### src/core/dsp_pkg.sv
// dsp_pkg: constants and types shared by both ends of the DAC serial port.
// assumes a 40 MHz system clock on both ends; the link clock comes from the
// host.
package dsp_pkg;
	localparam int WORD_W = 16;
	localparam int BYTE_W = 8;
	// async frame: start bit, code bits, stop bit
	localparam int FRAME_BITS = WORD_W + 2;
	localparam int OS_RATE = 16;
	localparam int OS_MID = 7;
	localparam int CNT_W = 8;
	localparam int CLK_HZ = 40_000_000;
	localparam int SPI_SCLK_HZ = 1_000_000;
	localparam int ASYNC_BPS_MAX = 150_000;
	localparam int ASYNC_SCLK_HZ = ASYNC_BPS_MAX * OS_RATE;
	// half periods of the link clock in system clocks; rounded up so the
	// link clock never runs faster than its limit
	localparam int SPI_HALF = (CLK_HZ + 2 * SPI_SCLK_HZ - 1)
		/ (2 * SPI_SCLK_HZ);
	localparam int ASYNC_HALF = (CLK_HZ + 2 * ASYNC_SCLK_HZ - 1)
		/ (2 * ASYNC_SCLK_HZ);
	localparam logic [WORD_W-1:0] CODE_RST = 16'h0000;
	localparam logic START_LVL = 1'b0;
	localparam logic STOP_LVL = 1'b1;

	typedef enum logic [6:0] {
		HS_IDLE = 7'h01,
		HS_SEL = 7'h02,
		HS_SHIFT = 7'h04,
		HS_GAP = 7'h08,
		HS_END = 7'h10,
		HS_HOLD = 7'h20,
		HS_ASY = 7'h40
	} dsp_host_st_t;

	typedef enum logic [3:0] {
		RX_IDLE = 4'h1,
		RX_START = 4'h2,
		RX_DATA = 4'h4,
		RX_STOP = 4'h8
	} dsp_rx_st_t;
endpackage : dsp_pkg

### src/core/dsp_link_if.sv
// dsp_link_if: the wires between host and DAC serial input.
// assumes the latch wire has a pull-up: released, it reads high.
`timescale 1ns/1ps
interface dsp_link_if;
	logic sclk;
	logic sdi;
	logic latch_drv;
	logic latch_oe_b;
	logic latch;
	logic latch_weak;
	logic sdo;

	// latch wire: driven by host while oe is low, else pulled high
	assign latch = latch_oe_b ? 1'b1 : latch_drv;
	// the device senses that only the pull-up holds the wire
	assign latch_weak = latch_oe_b;

	modport host (
		output sclk,
		output sdi,
		output latch_drv,
		output latch_oe_b,
		input sdo
	);
	modport dev (
		input sclk,
		input sdi,
		input latch,
		input latch_weak,
		output sdo
	);
endinterface : dsp_link_if

### src/core/dsp_host.sv
// dsp_host: host end of the DAC serial port; makes the link clock by a
// divider of clk_i and sends one code word per request.
// assumes the link wires reach the DAC directly or through isolators.
//
// Function
// - pull-up on latch selects async mode
// - async link clock is sixteen bit rate
// - async rate at most 150 kbps
// - data, clock, select go to DAC
// - latch low through whole transfer
// - data valid at rising clock edges
// - upper code byte first, then lower
// - latch high after last bit loads
// - clock idles low, sample first edge
// - strobe pin drives latch input
// - async word framed by start, stop
// - clock idle while latch updates DAC
// - shift register tail chains devices
`timescale 1ns/1ps
module dsp_host
#(
	parameter logic [dsp_pkg::CNT_W-1:0] SPI_HALF_P =
		dsp_pkg::CNT_W'(dsp_pkg::SPI_HALF),
	parameter logic [dsp_pkg::CNT_W-1:0] ASYNC_HALF_P =
		dsp_pkg::CNT_W'(dsp_pkg::ASYNC_HALF)
) (
	input wire logic clk_i,
	input wire logic rst_b_i,
	input wire logic mode_i,
	input wire logic [dsp_pkg::WORD_W-1:0] word_i,
	input wire logic valid_i,
	output logic ready_o,
	output logic done_o,
	dsp_link_if.host link
);
	import dsp_pkg::*;

	typedef struct packed {
		dsp_host_st_t state;
		logic [CNT_W-1:0] hcnt;
		logic mode;
		logic sclk;
		logic sdi;
		logic lat_drv;
		logic lat_oe_b;
		logic [4:0] bitn;
		logic [3:0] osn;
		logic [FRAME_BITS-1:0] sh;
		logic ready;
		logic done;
	} dsp_hst_t;

	dsp_hst_t s;
	dsp_hst_t next_s;
	logic tick;
	logic [CNT_W-1:0] half;

	assign half = s.mode ? ASYNC_HALF_P : SPI_HALF_P;
	assign tick = (s.hcnt == '0);

	always_comb begin
		next_s = s;
		next_s.done = 1'b0;
		// link clock divider: one tick per half period
		if (tick) begin
			next_s.hcnt = half - CNT_W'(1);
		end else begin
			next_s.hcnt = s.hcnt - CNT_W'(1);
		end
		case (s.state)
			HS_IDLE: begin
				next_s.ready = 1'b1;
				next_s.mode = mode_i;
				next_s.sdi = STOP_LVL;
				next_s.lat_drv = 1'b1;
				next_s.lat_oe_b = mode_i;
				if (s.mode) begin
					if (tick) begin
						next_s.sclk = ~s.sclk;
					end
				end else begin
					next_s.sclk = 1'b0;
				end
				if (valid_i && s.ready) begin
					next_s.ready = 1'b0;
					next_s.bitn = 5'h00;
					next_s.osn = 4'h0;
					if (s.mode) begin
						next_s.sh = {START_LVL, word_i, STOP_LVL};
						next_s.sdi = START_LVL;
						next_s.state = HS_ASY;
					end else begin
						next_s.sh = {word_i, 2'b00};
						next_s.sdi = word_i[WORD_W-1];
						next_s.lat_drv = 1'b0;
						// restart the divider: select leads first edge
						next_s.hcnt = half - CNT_W'(1);
						next_s.state = HS_SEL;
					end
				end
			end
			HS_SEL: begin
				if (tick) begin
					next_s.state = HS_SHIFT;
				end
			end
			HS_SHIFT: begin
				if (tick) begin
					if (!s.sclk) begin
						next_s.sclk = 1'b1;
					end else begin
						next_s.sclk = 1'b0;
						next_s.sh = {s.sh[FRAME_BITS-2:0], 1'b0};
						next_s.sdi = s.sh[FRAME_BITS-2];
						next_s.bitn = s.bitn + 5'h01;
						if (s.bitn == 5'(WORD_W - 1)) begin
							next_s.state = HS_END;
						end else if (s.bitn == 5'(BYTE_W - 1)) begin
							next_s.state = HS_GAP;
						end
					end
				end
			end
			HS_GAP: begin
				// byte boundary, as a byte-wide port would leave
				if (tick) begin
					next_s.state = HS_SHIFT;
				end
			end
			HS_END: begin
				if (tick) begin
					next_s.lat_drv = 1'b1;
					next_s.state = HS_HOLD;
				end
			end
			HS_HOLD: begin
				next_s.sclk = 1'b0;
				if (tick) begin
					next_s.done = 1'b1;
					next_s.state = HS_IDLE;
				end
			end
			HS_ASY: begin
				if (tick) begin
					next_s.sclk = ~s.sclk;
					if (s.sclk) begin
						next_s.osn = s.osn + 4'h1;
						if (s.osn == 4'(OS_RATE - 1)) begin
							if (s.bitn == 5'(FRAME_BITS - 1)) begin
								next_s.sdi = STOP_LVL;
								next_s.done = 1'b1;
								next_s.state = HS_IDLE;
							end else begin
								next_s.bitn = s.bitn + 5'h01;
								next_s.sh = {s.sh[FRAME_BITS-2:0], 1'b0};
								next_s.sdi = s.sh[FRAME_BITS-2];
							end
						end
					end
				end
			end
			default: begin
				next_s.state = HS_IDLE;
			end
		endcase
		if (!rst_b_i) begin
			next_s.state = HS_IDLE;
			next_s.hcnt = '0;
			next_s.mode = 1'b0;
			next_s.sclk = 1'b0;
			next_s.sdi = STOP_LVL;
			next_s.lat_drv = 1'b1;
			next_s.lat_oe_b = 1'b0;
			next_s.bitn = 5'h00;
			next_s.osn = 4'h0;
			next_s.sh = '0;
			next_s.ready = 1'b0;
			next_s.done = 1'b0;
		end
	end

	always_ff @(posedge clk_i) begin
		s <= next_s;
	end

	assign link.sclk = s.sclk;
	assign link.sdi = s.sdi;
	assign link.latch_drv = s.lat_drv;
	assign link.latch_oe_b = s.lat_oe_b;
	assign ready_o = s.ready;
	assign done_o = s.done;
endmodule : dsp_host

### src/flat_wrapper.sv
// flat-port wrapper written by rule: the top's interface ports become plain ports
module dsp_host_flat import dsp_pkg::*;
#(
	parameter logic [dsp_pkg::CNT_W-1:0] SPI_HALF_P =
		dsp_pkg::CNT_W'(dsp_pkg::SPI_HALF),
	parameter logic [dsp_pkg::CNT_W-1:0] ASYNC_HALF_P =
		dsp_pkg::CNT_W'(dsp_pkg::ASYNC_HALF)
)
  (clk_i, rst_b_i, mode_i, word_i, valid_i, ready_o, done_o, link_sclk, link_sdi, link_latch_drv, link_latch_oe_b, link_sdo);
  dsp_link_if link_i ();
  input wire logic clk_i;
  input wire logic rst_b_i;
  input wire logic mode_i;
  input wire logic [dsp_pkg::WORD_W-1:0] word_i;
  input wire logic valid_i;
  output logic ready_o;
  output logic done_o;
  output wire logic [$bits(link_i.sclk)-1:0] link_sclk;
  output wire logic [$bits(link_i.sdi)-1:0] link_sdi;
  output wire logic [$bits(link_i.latch_drv)-1:0] link_latch_drv;
  output wire logic [$bits(link_i.latch_oe_b)-1:0] link_latch_oe_b;
  input wire logic [$bits(link_i.sdo)-1:0] link_sdo;
  assign link_sclk = link_i.sclk;
  assign link_sdi = link_i.sdi;
  assign link_latch_drv = link_i.latch_drv;
  assign link_latch_oe_b = link_i.latch_oe_b;
  assign link_i.sdo = link_sdo;
  dsp_host #(.SPI_HALF_P(SPI_HALF_P), .ASYNC_HALF_P(ASYNC_HALF_P)) u_core (.clk_i(clk_i), .rst_b_i(rst_b_i), .mode_i(mode_i), .word_i(word_i), .valid_i(valid_i), .ready_o(ready_o), .done_o(done_o), .link(link_i));
endmodule
### config.mk
export PLATFORM = sky130hd
export DESIGN_NAME = dsp_host_flat
export DESIGN_NICKNAME = d
export VERILOG_FILES = /design/src/core/dsp_pkg.sv /design/src/core/dsp_link_if.sv /design/src/core/dsp_host.sv /design/src/flat_wrapper.sv
export SDC_FILE = /design/constraint.sdc
export NUM_CORES = 1
export LEC_CHECK = 0
export BUFFER_PORTS_ARGS = -buffer_cell sky130_fd_sc_hd__buf_4
export CAP_MARGIN = 20
export CORE_MARGIN = 4
export CORE_UTILIZATION = 35
export DETAILED_ROUTE_END_ITERATION = 6
export MAX_ROUTING_LAYER = met4
export RECOVER_POWER = 100
export SYNTH_ARGS = -nofsm -noshare
export SYNTH_HDL_FRONTEND = slang
export SYNTH_SLANG_ARGS = --single-unit
### constraint.sdc
create_clock -name clk_i -period 3.6 [get_ports clk_i]
set_clock_uncertainty 0.05 [all_clocks]
set_input_delay 0.36 -clock clk_i [delete_from_list [all_inputs] [get_ports clk_i]]
set_output_delay 0.36 -clock clk_i [all_outputs]
set_load 0.005 [all_outputs]
Word level (Yosys, flattened, before mapping)
Cells that the tools add are included.
{"block": "word_totals", "inputBits": 21, "ff_bits": 47, "wordCells": 108}
{"block": "classes", "n_bitwise": 1, "n_reduce_logical": 13, "n_mux": 55, "add_sub_neg": 4, "eq_ne": 24}
{"operator": "7-bit two-way mux", "n": 12}
{"operator": "18-bit two-way mux", "n": 3}
{"operator": "27-bit two-way mux", "n": 2}
{"operator": "17-bit case mux with 3 select lines", "n": 1}
{"operator": "7-bit case mux with 6 select lines", "n": 1}
{"operator": "17-bit two-way mux", "n": 2}
{"operator": "28-bit two-way mux", "n": 1}
{"operator": "5-bit two-way mux", "n": 5}
{"operator": "2-bit by 1-bit inequality test with 1-bit output (second input constant)", "n": 10}
{"operator": "8-bit two-way mux", "n": 2}
{"operator": "8-bit by 1-bit subtractor with 8-bit output (second input constant)", "n": 2}
{"operator": "1-bit two-way mux", "n": 15}
{"operator": "15-bit two-way mux", "n": 1}
{"operator": "5-bit case mux with 3 select lines", "n": 1}
{"operator": "11-bit AND reduction", "n": 1}
{"operator": "9-bit two-way mux", "n": 1}
{"operator": "8-bit logical NOT", "n": 1}
{"operator": "4-bit case mux with 2 select lines", "n": 1}
{"operator": "4-bit AND reduction", "n": 2}
{"operator": "8-bit AND reduction", "n": 1}
{"operator": "7-bit by 1-bit equality test with 1-bit output (second input constant)", "n": 1}
{"operator": "7-bit by 2-bit equality test with 1-bit output (second input constant)", "n": 1}
{"operator": "7-bit by 3-bit equality test with 1-bit output (second input constant)", "n": 1}
{"operator": "7-bit by 4-bit equality test with 1-bit output (second input constant)", "n": 1}
{"operator": "24 further kinds", "n": 28}

Depth between registers and ports, before layout
{"block": "logic_depth", "word_depth": 6, "depth_mapped": 10}

Least setup slack after synthesis
Ideal clock, no wire load.
{"block": "synth_path", "path_kind": "register -> register", "start": "register u_core.s[34] (netlist bit)", "end": "register u_core.s[2] (netlist bit)", "arrival_ns": 2.559, "n_path_buf": 1, "stages_incl_launch_ff": 10, "slack_ns": 0.922, "cell_sequence": "dfxtp_1 -> inv_1 -> ha_1 -> or3b_2 -> or2_1 -> buf_6 -> o31a_1 -> or3_4 -> or4_1 -> o21ai_1"}
{"block": "synth_via", "elab_chain_len": 3, "word_cells_on_any_way": 4}
{"item": "from (decl)", "line_no": "dsp_host.sv:53", "rtl": "dsp_hst_t s;"}
{"item": "from (signal assigned)", "line_no": "dsp_host.sv:183", "rtl": "s <= next_s;"}
{"item": "8-bit logical NOT (*)", "line_no": "dsp_host.sv:59", "rtl": "assign tick = (s.hcnt == '0);"}
{"item": "2-bit by 1-bit inequality test with 1-bit output (no line)"}
{"item": "8-bit AND reduction (no line) (*)"}
Mark *: on every way between the ends. The rest lies on a longest branch, timed or not.
A chain may end at the register's enable or synchronous reset.

Final worst setup path
Ends and elaborated chain as after synthesis.

==> flow_summary.rst <==
.. list-table::
   :header-rows: 1

   * - Metric
     - Value
   * - Class of the most critical hold timing path
     - input port to flip-flop
   * - Max transition margin
     - 36.1%
   * - Vias per inst
     - between 5 and 6
   * - Final weighted congestion of routability-driven global placement
     - 0.844
   * - R2r startpoint
     - u_core.s[34]
   * - Final hold vios
     - 0
   * - Worst IR drop on VDD
     - 0.306 mV
   * - Core region area
     - ~7300 um^2
   * - Total power consumption of the routed design
     - 2260 uW
   * - Fin crit share
     - 84.5%
   * - Dominant cell type by area after synthesis
     - sky130_fd_sc_hd__dfxtp_1
   * - Die Area
     - between 8000 and 9000 um^2
   * - Initial core utilization
     - between 30% and 40%
   * - # port buffers
     - 25
   * - List of cells traversed by the critical path
     - inv_1 > ha_1 > or3b_2 > or2_0 > o31a_1 > or3_1 > or4_1 > o21ai_0
   * - Minimum clock period after layout
     - slightly above 3 ns
   * - Final nets
     - 374
   * - Post-route DRC
     - 0
   * - Final count of negative-setup-slack endpoints
     - 0
   * - Unrepaired setup endpoints after global routing
     - no
   * - Number of clock buffers inserted by TritonCTS
     - 5
   * - Bufs and invs on worst path
     - 1
   * - Worst endpoint data arrival time
     - ~3.2 ns
   * - # resized after CTS
     - 0
   * - Die X-Extent
     - 94.4 um
   * - Height of the die
     - 94.4 um
   * - Worst reg2reg path depth
     - 8
   * - Fraction of final layout cells sized beyond drive strength 1
     - 12.9%
   * - Transition time at the pin with the least slew margin
     - 0.959 ns
   * - Wire length of the first global-routing pass
     - 10,800 um
   * - Critical path class
     - flip-flop to flip-flop
   * - Total nets after synthesis
     - 358
   * - Clock network latency to the later pin of the worst-skew pair
     - 0.30 ns
   * - Number of synthesized register bits
     - 47
   * - CTS sink cnt
     - between 40 and 50
   * - Total wire length
     - 6130 um
   * - Count of mapped cells out of synthesis
     - 331
   * - Total count of max-transition violations in the final report
     - 0
   * - Cell at the slowest stage of the critical path
     - sky130_fd_sc_hd__or4_1
   * - TritonCTS clock tree
     - built
   * - Total placed cells including tap cells
     - 439
   * - Total of fill cells in the finished design
     - approximately 760
   * - Critical path endpoint category
     - flip-flop
   * - Wire length per cell
     - 13.7 um
   * - Unique masters post-synth
     - 49
   * - Number of buffers added to fix hold violations after cts
     - 0
   * - Synth top area share
     - 36.0%
   * - Sum of overflow across all layers after global routing
     - 0
   * - Family with the most delay on the worst path
     - simple AND/OR/NAND/NOR gates
   * - Run status
     - complete, no violations
   * - Count of synthesis-stage warnings from yosys
     - 0
   * - Footprint of the multi-input gates
     - 1530 um^2
   * - Cell depth of the worst hold path
     - 3
   * - Antenna Violating Nets Remaining
     - 0
   * - Number of DRC markers after the initial detailed-route iteration
     - around 210
   * - Cell row count
     - 31
   * - Worst endpoint required time
     - 3.78 ns
   * - Number of levels the H-tree was split into
     - 2
   * - Number of global-route vias before repair
     - 2,274
   * - Number of enable-type register cells in the synthesized netlist
     - 0
   * - Post-Syn Area per Cell
     - 7.90 um^2
   * - Clock Tree Buf Depth
     - 2
   * - Final cell count without fillers
     - between 400 and 500
   * - Leading cell type in the layout, fill and taps excluded
     - sky130_fd_sc_hd__dfxtp_1
   * - Dominant cells by area after synthesis
     - sky130_fd_sc_hd__dfxtp_1 (36%), sky130_fd_sc_hd__nor2_1 (6.6%), sky130_fd_sc_hd__mux2i_1 (6.1%)
   * - Post-detailed-placement half-perimeter wirelength
     - 4400 um
   * - Root buffer cell
     - sky130_fd_sc_hd__clkbuf_8
   * - Fraction of the yosys area taken by sequential cells
     - 36.0%
   * - Largest net degree at the start of global routing
     - 37
   * - Crit path max fanout
     - 10
   * - Biggest cell delay along the critical path
     - 0.49 ns
   * - Leak Pwr
     - 0.00114 uW
   * - Final core utilization
     - between 40 and 50%
   * - Ys flop type
     - sky130_fd_sc_hd__dfxtp_1
   * - Initial antenna violation count
     - 0
   * - Post-Place Setup Slack
     - around 0.73 ns
   * - Worst Hold Launch
     - mode_i
   * - Max-cap violations
     - 0
   * - Crit path from
     - u_core.s[34]
   * - Vias post-DR
     - 2,371
   * - Top library cells by usage in the layout, fill and taps aside
     - sky130_fd_sc_hd__dfxtp_1 (47), sky130_fd_sc_hd__nor2_1 (46), sky130_fd_sc_hd__a21oi_1 (30), sky130_fd_sc_hd__buf_4 (27), sky130_fd_sc_hd__nor3_1 (26)
   * - Type of element launching the critical path
     - flip-flop
   * - Clock slew at the register clock pins of the worst setup and hold paths
     - 0.09 ns
   * - Hold endpoint
     - u_core.s[33]
   * - Post-synth design cell area
     - around 2600 um^2
   * - Area Growth Syn to Fin
     - 14.3%
   * - Number of optimization iterations in the first detailed-route pass
     - 4
   * - PnR worst setup slack
     - 0.557 ns
   * - Setup Buffers After CTS
     - 0
   * - Global-route total usage across every layer
     - 15.5%
   * - Achievable clock frequency
     - 0.329 GHz
   * - Asr flop ratio synth
     - 0%
   * - Register-to-register path setup slack
     - 0.56 ns
   * - Endpoint of the most critical register-to-register path
     - u_core.s[2]
   * - Ports placed on the boundary
     - 27
   * - Flip-flop and latch area
     - roughly 940 um^2
   * - PD cells
     - 756 nW/um^2
   * - Sum Neg Setup Slack
     - 0 ns
   * - Diodes inserted
     - 0
Yosys cell counts (6+ instances only):
| cell | instances |
|---|---|
| sky130_fd_sc_hd__and3_1 | 7 |
| sky130_fd_sc_hd__nand2_1 | 18 |
| sky130_fd_sc_hd__nor3_1 | 25 |
| sky130_fd_sc_hd__nor2_1 | 46 |
| sky130_fd_sc_hd__nand3_1 | 11 |
| sky130_fd_sc_hd__inv_1 | 8 |
| sky130_fd_sc_hd__or4_1 | 6 |
| sky130_fd_sc_hd__xnor2_1 | 7 |
| sky130_fd_sc_hd__ha_1 | 6 |
| sky130_fd_sc_hd__dfxtp_1 | 47 |
| sky130_fd_sc_hd__clkbuf_1 | 17 |
| sky130_fd_sc_hd__mux2i_1 | 16 |
| sky130_fd_sc_hd__o21ai_0 | 8 |
| sky130_fd_sc_hd__a21oi_1 | 30 |
| sky130_fd_sc_hd__a211oi_1 | 17 |
cell type report:
cell class	instances	share of cell area, %
Tap cell	99	4.15
Sequential cell	47	31.5
Inverter	9	1.13
Clock buffer	6	2.76
Timing Repair Buffer	33	8.17
Multi-Input combinational cell	251	51.1
Clock inverter	2	1.17
power by group:
| part | switching, uW | leakage, uW | internal [uW] |
|---|---|---|---|
| logic | 643 | 0.000696 | 454 |
| clock network | 181 | 0.0000612 | 225 |
| registers | 109 | 0.000385 | 646 |
| total | 933 | 0.00114 | 1320 |
worst reg2reg max path: stages (launching register included):
cell	delay, ns
sky130_fd_sc_hd__dfxtp_1	0.33
sky130_fd_sc_hd__inv_1	0.10
sky130_fd_sc_hd__ha_1	0.18
sky130_fd_sc_hd__or3b_2	0.47
sky130_fd_sc_hd__or2_0	0.40
sky130_fd_sc_hd__o31a_1	0.42
sky130_fd_sc_hd__or3_1	0.46
sky130_fd_sc_hd__or4_1	0.49
sky130_fd_sc_hd__o21ai_0	0.08
cells by family (layout without fill, tap and decap cells):
family | Yosys count | after routing | share of synthesized area [%]
adder cells (fa/ha/maj) | 6 | 6 | 2.87
multiplexers | 16 | 16 | 6.13
flip-flops | 47 | 47 | 36.0
XOR/XNOR | 11 | 11 | 3.69
AND/OR/NAND/NOR | 140 | 140 | 27.0
buffers and inverters | 33 | 50 | 5.22
AO/OA/AOI/OAI | 78 | 78 | 19.1
flip-flops by register name (all words and copies together) (netlist names):
name and count:
u_core.ready_o 1, u_core.link.sdi 1, u_core.link.latch_drv 1, u_core.done_o 1, u_core.link.sclk 1, u_core.s 42
metrics by stage:
step	area (um^2)	hold WS, ns
finish	2990	0.243
global route	2990	0.252
CTS	3010	0.235
detailed placement	2890	0.399
global placement	2890	0.391
floorplan	2610	0.379
routing by layer:
metal / routed length, um / vias up / GRT usage [%]
met3: 203 / 6 / 2.47
li1: - / 1230 / -
met5: 0 / - / -
met2: 2770 / 38 / 24.5
met1: 3090 / 1097 / 20.5
met4: 70 / 0 / 4.21
worst max-delay path by stage:
stage	to	slack (ns)	cells past startpoint
2_1_floorplan	u_core.s[2]	0.92	9
3_3_place_gp	u_core.s[27]	0.77	8
3_5_place_dp	u_core.s[2]	0.73	8
4_1_cts	u_core.s[2]	0.70	8
5_1_grt	u_core.s[42]	0.37	8
6_report	u_core.s[2]	0.56	8
(Power assumes the default switching activity.)
